## src/hdl/ssp_pkg.sv

```systemverilog
// Package: register map, field positions and mode codes of the serial port
package ssp_pkg;
  // Bus shape and answers
  localparam int AXI_AW = 8;
  localparam int IDX_LSB = 2;
  localparam int IDX_W = 3;
  localparam logic [1:0] RESP_OKAY = 2'h0;
  localparam logic [1:0] RESP_SLVERR = 2'h2;
  // Register word indices
  localparam logic [2:0] IDX_STATUS = 3'h0;
  localparam logic [2:0] IDX_CTRL1 = 3'h1;
  localparam logic [2:0] IDX_CTRL2 = 3'h2;
  localparam logic [2:0] IDX_BUF = 3'h3;
  localparam logic [2:0] IDX_ADDR = 3'h4;
  localparam logic [7:0] REG_RESET = 8'h00;
  // Status and control one bits
  localparam int ST_SAMPLE = 7;
  localparam int ST_EDGE = 6;
  localparam int C1_COLL = 7;
  localparam int C1_OVF = 6;
  localparam int C1_ENABLE = 5;
  localparam int C1_CLK_POL = 4;
  localparam int MODE_W = 4;
  // Control two bits
  localparam int C2_GEN_CALL = 7;
  localparam int C2_ACK_VAL = 5;
  localparam int C2_ACK_TRIG = 4;
  localparam int C2_RCV_TRIG = 3;
  localparam int C2_STOP_TRIG = 2;
  localparam int C2_RSTART_TRIG = 1;
  localparam int C2_START_TRIG = 0;
  // Mode codes
  localparam logic [3:0] M_SPI_M4 = 4'h0;
  localparam logic [3:0] M_SPI_M16 = 4'h1;
  localparam logic [3:0] M_SPI_M64 = 4'h2;
  localparam logic [3:0] M_SPI_T2 = 4'h3;
  localparam logic [3:0] M_SPI_SS = 4'h4;
  localparam logic [3:0] M_SPI_NOSS = 4'h5;
  localparam logic [3:0] M_I2C_S7 = 4'h6;
  localparam logic [3:0] M_I2C_S10 = 4'h7;
  localparam logic [3:0] M_I2C_HWM = 4'h8;
  localparam logic [3:0] M_SPI_BRG = 4'hA;
  localparam logic [3:0] M_I2C_FWM = 4'hB;
  localparam logic [3:0] M_I2C_S7I = 4'hE;
  localparam logic [3:0] M_I2C_S10I = 4'hF;
  // Half-period reloads for the fixed dividers 4, 16 and 64
  localparam logic [7:0] DIV4_RELOAD = 8'h00;
  localparam logic [7:0] DIV16_RELOAD = 8'h03;
  localparam logic [7:0] DIV64_RELOAD = 8'h0F;
  localparam logic [7:0] GEN_CALL_ADDR = 8'h00;
endpackage

```

## src/hdl/ssp_brg.sv

```systemverilog
// Reload divider giving two ticks per serial clock period
`timescale 1ns/1ps
module ssp_brg #(
  parameter int RW = 8
) (
  // Clock and reset
  input wire logic clk,
  input wire logic rst,
  // Control
  input wire logic run,
  input wire logic use_ext,
  input wire logic ext_tick,
  input wire logic [RW-1:0] reload,
  // Half-period tick
  output logic tick
);
  typedef struct packed {
    logic pre;
    logic [RW-1:0] cnt;
    logic tick;
  } ssp_brg_st_t;

  ssp_brg_st_t st_ff;
  ssp_brg_st_t nxt_st;

  // Fixed dividers need reload values up to fifteen
  if (RW < 4) begin : g_chk
    $error("ssp_brg: RW must be at least 4");
  end

  // Prescale by two, then count reload+1: half period 2*(reload+1) cycles
  always_comb begin
    nxt_st = st_ff;
    nxt_st.tick = 1'b0;
    if (!run) begin
      nxt_st.pre = 1'b0;
      nxt_st.cnt = reload;
    end else if (use_ext) begin
      nxt_st.tick = ext_tick;
    end else begin
      nxt_st.pre = ~st_ff.pre;
      if (st_ff.pre) begin
        if (st_ff.cnt == '0) begin
          nxt_st.cnt = reload;
          nxt_st.tick = 1'b1;
        end else begin
          nxt_st.cnt = st_ff.cnt - 1'b1;
        end
      end
    end
  end

  // State register
  always_ff @(posedge clk or posedge rst) begin
    if (rst) begin
      st_ff <= '0;
    end else begin
      st_ff <= nxt_st;
    end
  end

  assign tick = st_ff.tick;
endmodule

```

## src/hdl/ssp_ctrl.sv

```systemverilog
// Control and status register block of the synchronous serial port
//
// Register access over AXI4-Lite and the placing of the registers were decided locally.
`timescale 1ns/1ps
module ssp_ctrl (
  // Clock and reset
  input wire logic clk,
  input wire logic rst,
  // AXI4-Lite write address and data
  input wire logic [ssp_pkg::AXI_AW-1:0] s_axi_awaddr,
  input wire logic s_axi_awvalid,
  output logic s_axi_awready,
  input wire logic [31:0] s_axi_wdata,
  input wire logic [3:0] s_axi_wstrb,
  input wire logic s_axi_wvalid,
  output logic s_axi_wready,
  // AXI4-Lite write response
  output logic [1:0] s_axi_bresp,
  output logic s_axi_bvalid,
  input wire logic s_axi_bready,
  // AXI4-Lite read
  input wire logic [ssp_pkg::AXI_AW-1:0] s_axi_araddr,
  input wire logic s_axi_arvalid,
  output logic s_axi_arready,
  output logic [31:0] s_axi_rdata,
  output logic [1:0] s_axi_rresp,
  output logic s_axi_rvalid,
  input wire logic s_axi_rready,
  // Events from the shift engine
  input wire logic eng_rx_done,
  input wire logic [7:0] eng_rx_byte,
  input wire logic eng_tx_done,
  input wire logic eng_byte_is_data,
  input wire logic eng_tx_busy,
  input wire logic eng_slave_tx_busy,
  input wire logic eng_bus_busy,
  input wire logic eng_addr_match,
  input wire logic eng_rw_bit,
  input wire logic eng_start_det,
  input wire logic eng_stop_det,
  input wire logic eng_nack_det,
  input wire logic eng_ack_valid,
  input wire logic eng_ack_bit,
  input wire logic eng_upd_addr_req,
  input wire logic eng_seq_done,
  input wire logic t2_match,
  // Pin routing
  output logic route_clk_pin,
  output logic route_data_pin,
  output logic route_ss_pin,
  // Engine controls
  output logic spi_sample_at_end,
  output logic spi_shift_on_trail,
  output logic spi_idle_high,
  output logic i2c_scl_hold,
  output logic i2c_stretch_en,
  output logic i2c_sp_irq_en,
  output logic mode_reserved,
  output logic serial_clk_tick,
  output logic port_idle,
  // Master sequence requests
  output logic start_req,
  output logic rstart_req,
  output logic stop_req,
  output logic rcv_req,
  output logic ack_req,
  output logic ack_value,
  // Buffer and events
  output logic tx_load,
  output logic [7:0] tx_data,
  output logic gen_call_irq
);
  typedef struct packed {
    logic aw_got;
    logic [2:0] aw_idx;
    logic aw_bad;
    logic w_got;
    logic [7:0] w_data;
    logic w_lane;
    logic bvalid;
    logic [1:0] bresp;
    logic rvalid;
    logic [7:0] rdata;
    logic [1:0] rresp;
    logic sample_end;
    logic edge_sel;
    logic data_addr;
    logic stop_seen;
    logic start_seen;
    logic dir;
    logic upd_addr;
    logic full;
    logic coll;
    logic ovf;
    logic enable;
    logic clk_pol;
    logic [3:0] mode;
    logic gen_call_en;
    logic ack_stat;
    logic ack_val;
    logic ack_trig;
    logic rcv_trig;
    logic stop_trig;
    logic rstart_trig;
    logic start_trig;
    logic [7:0] buffer;
    logic [7:0] reload;
    logic tx_load;
    logic gc_irq;
  } ssp_ctrl_st_t;

  ssp_ctrl_st_t st_ff;
  ssp_ctrl_st_t nxt_st;

  logic spi_master, spi_slave, spi_ss_en, i2c_slave, i2c_10bit;
  logic i2c_master, i2c_hw_master, use_t2, use_brg;
  logic [7:0] fixed_reload;
  logic is_i2c, any_trig, idle, coll_hit, wr_go, wr_ok, rd_go, rd_bad;
  logic [2:0] rd_idx;
  logic [7:0] wdat, status_v, ctrl1_v, ctrl2_v, rd_mux;

  // Mode decode
  ssp_mode_dec ssp_mode_dec_inst (
    .mode(st_ff.mode),
    .spi_master(spi_master),
    .spi_slave(spi_slave),
    .spi_ss_en(spi_ss_en),
    .i2c_slave(i2c_slave),
    .i2c_10bit(i2c_10bit),
    .i2c_master(i2c_master),
    .i2c_hw_master(i2c_hw_master),
    .sp_irq_en(i2c_sp_irq_en),
    .reserved(mode_reserved),
    .use_t2(use_t2),
    .use_brg(use_brg),
    .fixed_reload(fixed_reload)
  );

  // Serial clock divider, running only for clock-making modes
  ssp_brg #(.RW(8)) ssp_brg_inst (
    .clk(clk),
    .rst(rst),
    .run(st_ff.enable && (spi_master || i2c_hw_master)),
    .use_ext(use_t2),
    .ext_tick(t2_match),
    .reload(use_brg ? st_ff.reload : fixed_reload),
    .tick(serial_clk_tick)
  );

  // Master busy view; a busy master queues nothing
  assign is_i2c = i2c_slave || i2c_master;
  assign any_trig = st_ff.ack_trig | st_ff.rcv_trig | st_ff.stop_trig
                  | st_ff.rstart_trig | st_ff.start_trig;
  assign idle = !(st_ff.dir || any_trig);
  assign coll_hit = (i2c_master && (!idle || eng_bus_busy))
                  || ((spi_slave || i2c_slave) && eng_slave_tx_busy);

  // Bus strobes; a write completes once both halves are held
  assign s_axi_awready = !st_ff.aw_got && !st_ff.bvalid;
  assign s_axi_wready = !st_ff.w_got && !st_ff.bvalid;
  assign s_axi_arready = !st_ff.rvalid;
  assign wr_go = st_ff.aw_got && st_ff.w_got;
  assign wr_ok = wr_go && st_ff.w_lane && !st_ff.aw_bad;
  assign wdat = st_ff.w_data;
  assign rd_go = s_axi_arvalid && !st_ff.rvalid;
  assign rd_idx = s_axi_araddr[ssp_pkg::IDX_LSB +: ssp_pkg::IDX_W];
  assign rd_bad = (s_axi_araddr[ssp_pkg::AXI_AW-1:ssp_pkg::IDX_LSB+ssp_pkg::IDX_W] != '0)
                || (rd_idx > ssp_pkg::IDX_ADDR);

  // Register images as software sees them
  assign status_v = {st_ff.sample_end, st_ff.edge_sel, st_ff.data_addr, st_ff.stop_seen,
                     st_ff.start_seen, st_ff.dir, st_ff.upd_addr, st_ff.full};
  assign ctrl1_v = {st_ff.coll, st_ff.ovf, st_ff.enable, st_ff.clk_pol, st_ff.mode};
  assign ctrl2_v = {st_ff.gen_call_en, st_ff.ack_stat, st_ff.ack_val, st_ff.ack_trig,
                    st_ff.rcv_trig, st_ff.stop_trig, st_ff.rstart_trig, st_ff.start_trig};

  // Read multiplexer
  always_comb begin
    case (rd_idx)
      ssp_pkg::IDX_STATUS: rd_mux = status_v;
      ssp_pkg::IDX_CTRL1: rd_mux = ctrl1_v;
      ssp_pkg::IDX_CTRL2: rd_mux = ctrl2_v;
      ssp_pkg::IDX_BUF: rd_mux = st_ff.buffer;
      ssp_pkg::IDX_ADDR: rd_mux = st_ff.reload;
      default: rd_mux = ssp_pkg::REG_RESET;
    endcase
  end

  // Next state: bus, then software writes, then hardware events so hardware events win
  always_comb begin
    nxt_st = st_ff;
    nxt_st.tx_load = 1'b0;
    nxt_st.gc_irq = 1'b0;
    if (s_axi_awvalid && s_axi_awready) begin
      nxt_st.aw_got = 1'b1;
      nxt_st.aw_idx = s_axi_awaddr[ssp_pkg::IDX_LSB +: ssp_pkg::IDX_W];
      nxt_st.aw_bad = (s_axi_awaddr[ssp_pkg::AXI_AW-1:ssp_pkg::IDX_LSB+ssp_pkg::IDX_W] != '0)
                    || (s_axi_awaddr[ssp_pkg::IDX_LSB +: ssp_pkg::IDX_W] > ssp_pkg::IDX_ADDR);
    end
    if (s_axi_wvalid && s_axi_wready) begin
      nxt_st.w_got = 1'b1;
      nxt_st.w_data = s_axi_wdata[7:0];
      nxt_st.w_lane = s_axi_wstrb[0];
    end
    if (st_ff.bvalid && s_axi_bready) begin
      nxt_st.bvalid = 1'b0;
    end
    if (wr_go) begin
      nxt_st.aw_got = 1'b0;
      nxt_st.w_got = 1'b0;
      nxt_st.bvalid = 1'b1;
      nxt_st.bresp = st_ff.aw_bad ? ssp_pkg::RESP_SLVERR : ssp_pkg::RESP_OKAY;
    end
    if (st_ff.rvalid && s_axi_rready) begin
      nxt_st.rvalid = 1'b0;
    end
    if (rd_go) begin
      nxt_st.rvalid = 1'b1;
      nxt_st.rdata = rd_bad ? ssp_pkg::REG_RESET : rd_mux;
      nxt_st.rresp = rd_bad ? ssp_pkg::RESP_SLVERR : ssp_pkg::RESP_OKAY;
      if (!rd_bad && rd_idx == ssp_pkg::IDX_BUF) begin
        nxt_st.full = 1'b0;
      end
    end
    if (wr_ok) begin
      case (st_ff.aw_idx)
        ssp_pkg::IDX_STATUS: begin
          nxt_st.sample_end = wdat[ssp_pkg::ST_SAMPLE];
          nxt_st.edge_sel = wdat[ssp_pkg::ST_EDGE];
        end
        ssp_pkg::IDX_CTRL1: begin
          if (!wdat[ssp_pkg::C1_COLL]) begin
            nxt_st.coll = 1'b0;
          end
          if (!wdat[ssp_pkg::C1_OVF]) begin
            nxt_st.ovf = 1'b0;
          end
          nxt_st.enable = wdat[ssp_pkg::C1_ENABLE];
          nxt_st.clk_pol = wdat[ssp_pkg::C1_CLK_POL];
          nxt_st.mode = wdat[ssp_pkg::MODE_W-1:0];
        end
        ssp_pkg::IDX_CTRL2: begin
          nxt_st.gen_call_en = wdat[ssp_pkg::C2_GEN_CALL];
          nxt_st.ack_val = wdat[ssp_pkg::C2_ACK_VAL];
          if (!i2c_master) begin
            nxt_st.start_trig = wdat[ssp_pkg::C2_START_TRIG];
          end else if (idle) begin
            nxt_st.ack_trig = wdat[ssp_pkg::C2_ACK_TRIG];
            nxt_st.rcv_trig = wdat[ssp_pkg::C2_RCV_TRIG];
            nxt_st.stop_trig = wdat[ssp_pkg::C2_STOP_TRIG];
            nxt_st.rstart_trig = wdat[ssp_pkg::C2_RSTART_TRIG];
            nxt_st.start_trig = wdat[ssp_pkg::C2_START_TRIG];
          end
        end
        ssp_pkg::IDX_BUF: begin
          if (coll_hit) begin
            nxt_st.coll = 1'b1;
          end else begin
            nxt_st.buffer = wdat;
            nxt_st.tx_load = 1'b1;
            nxt_st.full = is_i2c ? 1'b1 : nxt_st.full;
          end
        end
        ssp_pkg::IDX_ADDR: begin
          nxt_st.reload = wdat;
          nxt_st.upd_addr = 1'b0;
        end
        default: begin
        end
      endcase
    end
    // Transmit end empties the buffer in the I2C modes
    if (eng_tx_done && is_i2c) begin
      nxt_st.full = 1'b0;
      nxt_st.data_addr = eng_byte_is_data;
    end
    // Reception: SPI master always loads, a full buffer elsewhere overflows
    if (eng_rx_done && st_ff.enable) begin
      if (spi_master || !nxt_st.full) begin
        nxt_st.buffer = eng_rx_byte;
        nxt_st.full = 1'b1;
      end else begin
        nxt_st.ovf = 1'b1;
      end
      if (is_i2c) begin
        nxt_st.data_addr = eng_byte_is_data;
      end
      if (i2c_slave && st_ff.gen_call_en && !eng_byte_is_data
          && eng_rx_byte == ssp_pkg::GEN_CALL_ADDR) begin
        nxt_st.gc_irq = 1'b1;
      end
    end
    // Bus conditions seen most recently
    if (!st_ff.enable) begin
      nxt_st.start_seen = 1'b0;
      nxt_st.stop_seen = 1'b0;
    end else if (is_i2c && eng_stop_det) begin
      nxt_st.stop_seen = 1'b1;
      nxt_st.start_seen = 1'b0;
    end else if (is_i2c && eng_start_det) begin
      nxt_st.start_seen = 1'b1;
      nxt_st.stop_seen = 1'b0;
    end
    // Direction: captured by a slave, transmit-busy for a master
    if (i2c_master) begin
      nxt_st.dir = eng_tx_busy;
    end else if (i2c_slave) begin
      if (eng_addr_match) begin
        nxt_st.dir = eng_rw_bit;
      end else if (eng_start_det || eng_stop_det || eng_nack_det) begin
        nxt_st.dir = 1'b0;
      end
    end
    if (i2c_slave && i2c_10bit && eng_upd_addr_req) begin
      nxt_st.upd_addr = 1'b1;
    end
    if (is_i2c && eng_ack_valid) begin
      nxt_st.ack_stat = eng_ack_bit;
    end
    // Finished sequence frees the master for the next trigger
    if (i2c_master && eng_seq_done) begin
      nxt_st.ack_trig = 1'b0;
      nxt_st.rcv_trig = 1'b0;
      nxt_st.stop_trig = 1'b0;
      nxt_st.rstart_trig = 1'b0;
      nxt_st.start_trig = 1'b0;
    end
  end

  // State register, all zero after reset
  always_ff @(posedge clk or posedge rst) begin
    if (rst) begin
      st_ff <= '0;
    end else begin
      st_ff <= nxt_st;
    end
  end

  // Bus answers
  assign s_axi_bvalid = st_ff.bvalid;
  assign s_axi_bresp = st_ff.bresp;
  assign s_axi_rvalid = st_ff.rvalid;
  assign s_axi_rdata = {24'h000000, st_ff.rdata};
  assign s_axi_rresp = st_ff.rresp;

  // Pins and engine controls
  assign route_clk_pin = st_ff.enable;
  assign route_data_pin = st_ff.enable;
  assign route_ss_pin = st_ff.enable && spi_ss_en;
  assign spi_sample_at_end = spi_master && st_ff.sample_end;
  assign spi_shift_on_trail = (spi_master || spi_slave) && st_ff.edge_sel;
  assign spi_idle_high = (spi_master || spi_slave) && st_ff.clk_pol;
  assign i2c_scl_hold = i2c_slave && st_ff.enable && !st_ff.clk_pol;
  assign i2c_stretch_en = i2c_slave && st_ff.start_trig;
  assign port_idle = idle;
  assign start_req = i2c_master && st_ff.start_trig;
  assign rstart_req = i2c_master && st_ff.rstart_trig;
  assign stop_req = i2c_master && st_ff.stop_trig;
  assign rcv_req = i2c_master && st_ff.rcv_trig;
  assign ack_req = i2c_master && st_ff.ack_trig;
  assign ack_value = st_ff.ack_val;
  assign tx_load = st_ff.tx_load;
  assign tx_data = st_ff.buffer;
  assign gen_call_irq = st_ff.gc_irq;
endmodule

```

## src/hdl/ssp_mode_dec.sv

```systemverilog
// Decoder of the port mode field
`timescale 1ns/1ps
module ssp_mode_dec (
  // Mode field
  input wire logic [ssp_pkg::MODE_W-1:0] mode,
  // Decoded roles
  output logic spi_master,
  output logic spi_slave,
  output logic spi_ss_en,
  output logic i2c_slave,
  output logic i2c_10bit,
  output logic i2c_master,
  output logic i2c_hw_master,
  output logic sp_irq_en,
  output logic reserved,
  // Clock source
  output logic use_t2,
  output logic use_brg,
  output logic [7:0] fixed_reload
);
  // One case per code; reserved codes leave every role off
  always_comb begin
    spi_master = 1'b0;
    spi_slave = 1'b0;
    spi_ss_en = 1'b0;
    i2c_slave = 1'b0;
    i2c_10bit = 1'b0;
    i2c_master = 1'b0;
    i2c_hw_master = 1'b0;
    sp_irq_en = 1'b0;
    reserved = 1'b0;
    use_t2 = 1'b0;
    use_brg = 1'b0;
    fixed_reload = ssp_pkg::DIV4_RELOAD;
    case (mode)
      ssp_pkg::M_SPI_M4: spi_master = 1'b1;
      ssp_pkg::M_SPI_M16: begin
        spi_master = 1'b1;
        fixed_reload = ssp_pkg::DIV16_RELOAD;
      end
      ssp_pkg::M_SPI_M64: begin
        spi_master = 1'b1;
        fixed_reload = ssp_pkg::DIV64_RELOAD;
      end
      ssp_pkg::M_SPI_T2: begin
        spi_master = 1'b1;
        use_t2 = 1'b1;
      end
      ssp_pkg::M_SPI_BRG: begin
        spi_master = 1'b1;
        use_brg = 1'b1;
      end
      ssp_pkg::M_SPI_SS: begin
        spi_slave = 1'b1;
        spi_ss_en = 1'b1;
      end
      ssp_pkg::M_SPI_NOSS: spi_slave = 1'b1;
      ssp_pkg::M_I2C_S7: i2c_slave = 1'b1;
      ssp_pkg::M_I2C_S10: begin
        i2c_slave = 1'b1;
        i2c_10bit = 1'b1;
      end
      ssp_pkg::M_I2C_S7I: begin
        i2c_slave = 1'b1;
        sp_irq_en = 1'b1;
      end
      ssp_pkg::M_I2C_S10I: begin
        i2c_slave = 1'b1;
        i2c_10bit = 1'b1;
        sp_irq_en = 1'b1;
      end
      ssp_pkg::M_I2C_HWM: begin
        i2c_master = 1'b1;
        i2c_hw_master = 1'b1;
        use_brg = 1'b1;
      end
      ssp_pkg::M_I2C_FWM: i2c_master = 1'b1;
      default: reserved = 1'b1;
    endcase
  end
endmodule

```

## config.mk

```make
export PLATFORM = sky130hd
export DESIGN_NAME = ssp_ctrl
export DESIGN_NICKNAME = d
export VERILOG_FILES = /design/src/hdl/ssp_pkg.sv /design/src/hdl/ssp_brg.sv /design/src/hdl/ssp_ctrl.sv /design/src/hdl/ssp_mode_dec.sv
export SDC_FILE = /design/constraint.sdc
export NUM_CORES = 1
export LEC_CHECK = 0
export ABC_AREA = 1
export BUFFER_PORTS_ARGS = -buffer_cell sky130_fd_sc_hd__buf_2
export CORE_ASPECT_RATIO = 1.25
export CORE_UTILIZATION = 54
export CTS_BUF_LIST = sky130_fd_sc_hd__clkbuf_4 sky130_fd_sc_hd__clkbuf_8 sky130_fd_sc_hd__clkbuf_16
export DETAILED_ROUTE_END_ITERATION = 8
export PLACE_DENSITY = 0.86
export REMOVE_ABC_BUFFERS = 1
export SYNTH_ARGS = -nofsm -noshare
export SYNTH_HDL_FRONTEND = slang
export SYNTH_SLANG_ARGS = --single-unit
export TNS_END_PERCENT = 30
```

## constraint.sdc

```tcl
create_clock -name clk -period 4.45 [get_ports clk]
set_input_delay 0.6675 -clock clk [delete_from_list [all_inputs] [get_ports clk]]
set_output_delay 0.6675 -clock clk [all_outputs]
set_load 0.01 [all_outputs]
```

==> impl_metrics.yaml <==
logic_synthesis:
  ys_types: 38
  synth.area.top_cells: "dfrtp_1, nand2_1, o21ai_0"
  synth-seq-area-share_pct: 45.88
  ys_seq_elements: 79
  syn_area_per_cell_um2: 7.750
  synth_warnings: 0
  yosys.area.top_type: "dfrtp_1"
  async_flop_share_pct: 100.0
  syn_inst: 556
  synth_top_area_share_pct: 45.88
  synth-main-ff-cell: "dfrtp_1"
  syn-cell-area_um2: 4309
  synth_edf_count: 0
critical_path:
  crit_path_start_kind: "flop"
  critPathKind: "flop to primary output"
  critical-path-max-stage-delay_ns: 0.45
  crit_top_cell: "a21oi_1"
  cp-startpoint: "ctrl1_v[2]"
  r2r_start: "ctrl1_v[3]"
  endpoint_kind: "primary output"
  critical_path_required_ns: 3.78
  cp_max_fo: 7
  cp_slowest_cell: "dfrtp_1"
  arrival_ns: 1.84
  path_cells: "nor2_1 > a21oi_1 > a21oi_1 > buf_2"
clock_tree:
  cts.sinks: 79
  worstSkewPairLatency_ns: 0.37
  cts_tree: "done"
  cts.root.buffer_cell: "clkbuf_8"
  cts_hold_buf: 0
  max-clock-path-buffers: 2
  cts_setup_buffers: 0
  clk_pin_slew_ns: 0.08
  htree_num_levels: 3
  numCtsBuffers: 9
  ctsResizeCount: 0
route:
  postRouteAntennaNets: 0
  wirelength_um: 11230
  drt_iter0_drc: 304
  vias: 4036
  drc: 0
  drt_first_pass_iters: 7
  vias_per_cell: 5.506
  wire_per_inst_um: 15.32
timing:
  max_freq_ghz: 0.3989
  min_period_ns: 2.507
  setup-violations-final: 0
  rsz0062_at_grt: "no"
  setup-tns-final_ns: 0
  max-slew-margin-rel_pct: 15.50
  tightest_slew_ns: 1.254
  hold_viol: 0
  fin_crit_sh_pct: 56.34
  skew_ns: 0.008838
  holdWs_ns: 0.3241
  finalMaxSlewViolations: 0
floorplan:
  start_util_pct: 55.62
  dieArea_um2: 8344
  die_y_um: 101.9
  num_rows: 36
  ios: 152
  die_w_um: 81.90
  core_area_um2: 7747
final_layout:
  final_common_cell: "nand2_1"
  nNetsFinal: 718
  mostFrequentLayoutCells: "nand2_1, buf_2, dfrtp_1, o21ai_0, inv_1"
  drive_gt1_share_pct: 19.75
  syn2layout_area_growth_pct: 12.25
  diodes: 0
outcome:
  run_status: "finished clean"
power:
  swShare_pct: 40.25
  p_seq_share_pct: 41.1
  p_switching_mw: 1.061
  ir_drop_mv: 0.3278
  p_clk_share_pct: 22.4
  leakagePower_nw: 2.567
  powerDensity_nw_per_um2: 545.1
  internal-power_mw: 1.576
  combPwrFrac_pct: 36.5
global_route:
  grt_max_degree: 56
  grt_pass1_vias: 3831
  gr-total-overflow: 0
  grt.total_usage_pct: 28.58
  antenna_found_initial: 0
  grt_pass1_wl_um: 17630
run:
  drv_cap: 0
place:
  place.gp.congestion: 0.8949
  port_buffers: 94
  dp_hpwl_um: 8538
min_path:
  hold_path.class: "input pin to async pin"
## cell usage after synthesis, types with 2 or more instances
library cell  instances
a21oi_1              22
a31oi_1               3
buf_2                 4
buf_4                46
clkbuf_1              2
clkinv_1              2
dfrtp_1              79
inv_1                66
inv_2                 4
mux2_2                3
nand2_1             116
nand2_2               2
nand3_1              33
nand4_1               4
nor2_1               47
nor3_1               14
nor4_1                6
o211ai_1              3
o21ai_0              77
o22ai_1               5
## worst max-delay path, delay by kind of cell, from the launching register on
kind                   cells  cell delay [ns]
AO/OA/AOI/OAI              2             0.52
flip-flops                 1             0.45
AND/OR/NAND/NOR            1             0.34
buffers and inverters      1             0.16
## sequential cells by signal, summed over array words and instances, names as in the netlist
name                cells
ssp_brg_inst.tick       1
wdat                    8
tx_data                 8
s_axi_rresp             1
ctrl2_v                 7
s_axi_rdata             8
ack_value               1
tx_load                 1
ssp_brg_inst.st_ff      9
ctrl1_v                 7
route_clk_pin           1
s_axi_bvalid            1
st_ff                  23
s_axi_bresp             1
gen_call_irq            1
s_axi_rvalid            1
## worst paths after layout
kind	end	slack, ns	depth (start not counted)
min in group clk	s_axi_bvalid	0.49	2
setup reg to reg	ssp_brg_inst.st_ff[6]	1.99	7
hold reg to reg	s_axi_rdata[6]	0.49	2
hold / removal	ssp_brg_inst.tick	0.32	2
setup / recovery	spi_shift_on_trail	1.94	4
max in group asynchronous	tx_data[1]	3.02	3
## stage by stage
step	cell area (µm²)	utilization (%)	setup slack, ns	instances	total power [mW]
final	4837	62.44	1.943	733	2.637
after global routing	4837	62.44	1.725	733	2.819
after CTS	4837	62.44	1.971	733	2.629
after detailed placement	4622	59.66	2.124	718	2.041
after global placement	4622	59.66	2.189	718	1.999
after floorplan	4025	-	1.759	528	1.705
## metal layers
layer | track usage [%] | vias up | part of all wire, %
met5 | 0 | - | 0
met4 | 18.49 | 0 | 4.6
met3 | 3.839 | 45 | 5.3
met2 | 49.65 | 174 | 51
met1 | 32.44 | 1904 | 39
li1 | - | 1913 | -
## power by group through the flow
stage | Combinational (mW) | Sequential (mW) | Clock (mW)
5_1_grt | 1.09 | 1.11 | 0.624
4_1_cts | 0.957 | 1.08 | 0.595
6_report | 0.962 | 1.08 | 0.592
3_5_place_dp | 0.950 | 1.09 | 0
2_1_floorplan | 0.634 | 1.07 | 0
3_3_place_gp | 0.916 | 1.08 | 0
## kinds of logic (layout without fill, tap and decap cells)
family | after synthesis | in the layout | share of synthesized area [%]
flops | 79 | 79 | 45.88
xor+xnor | 1 | 1 | 0.2033
buf+inv | 125 | 182 | 15.04
mux | 3 | 3 | 0.7839
compound gates | 118 | 118 | 14.61
fa+ha+maj | 1 | 1 | 0.2903
other cells | 1 | 26 | 0.08702
simple gates | 228 | 228 | 23.11
## cell type report
cell class	instances	area [µm²]
clock buffer	11	145.1
timing repair buffer	95	478.0
tap	95	118.9
clock inverter	4	70.07
inverter	72	270.3
fill	715	2910
sequential	79	1977
multi-input combinational	377	1778
No activity file was read; power rests on OpenSTA's default activity.
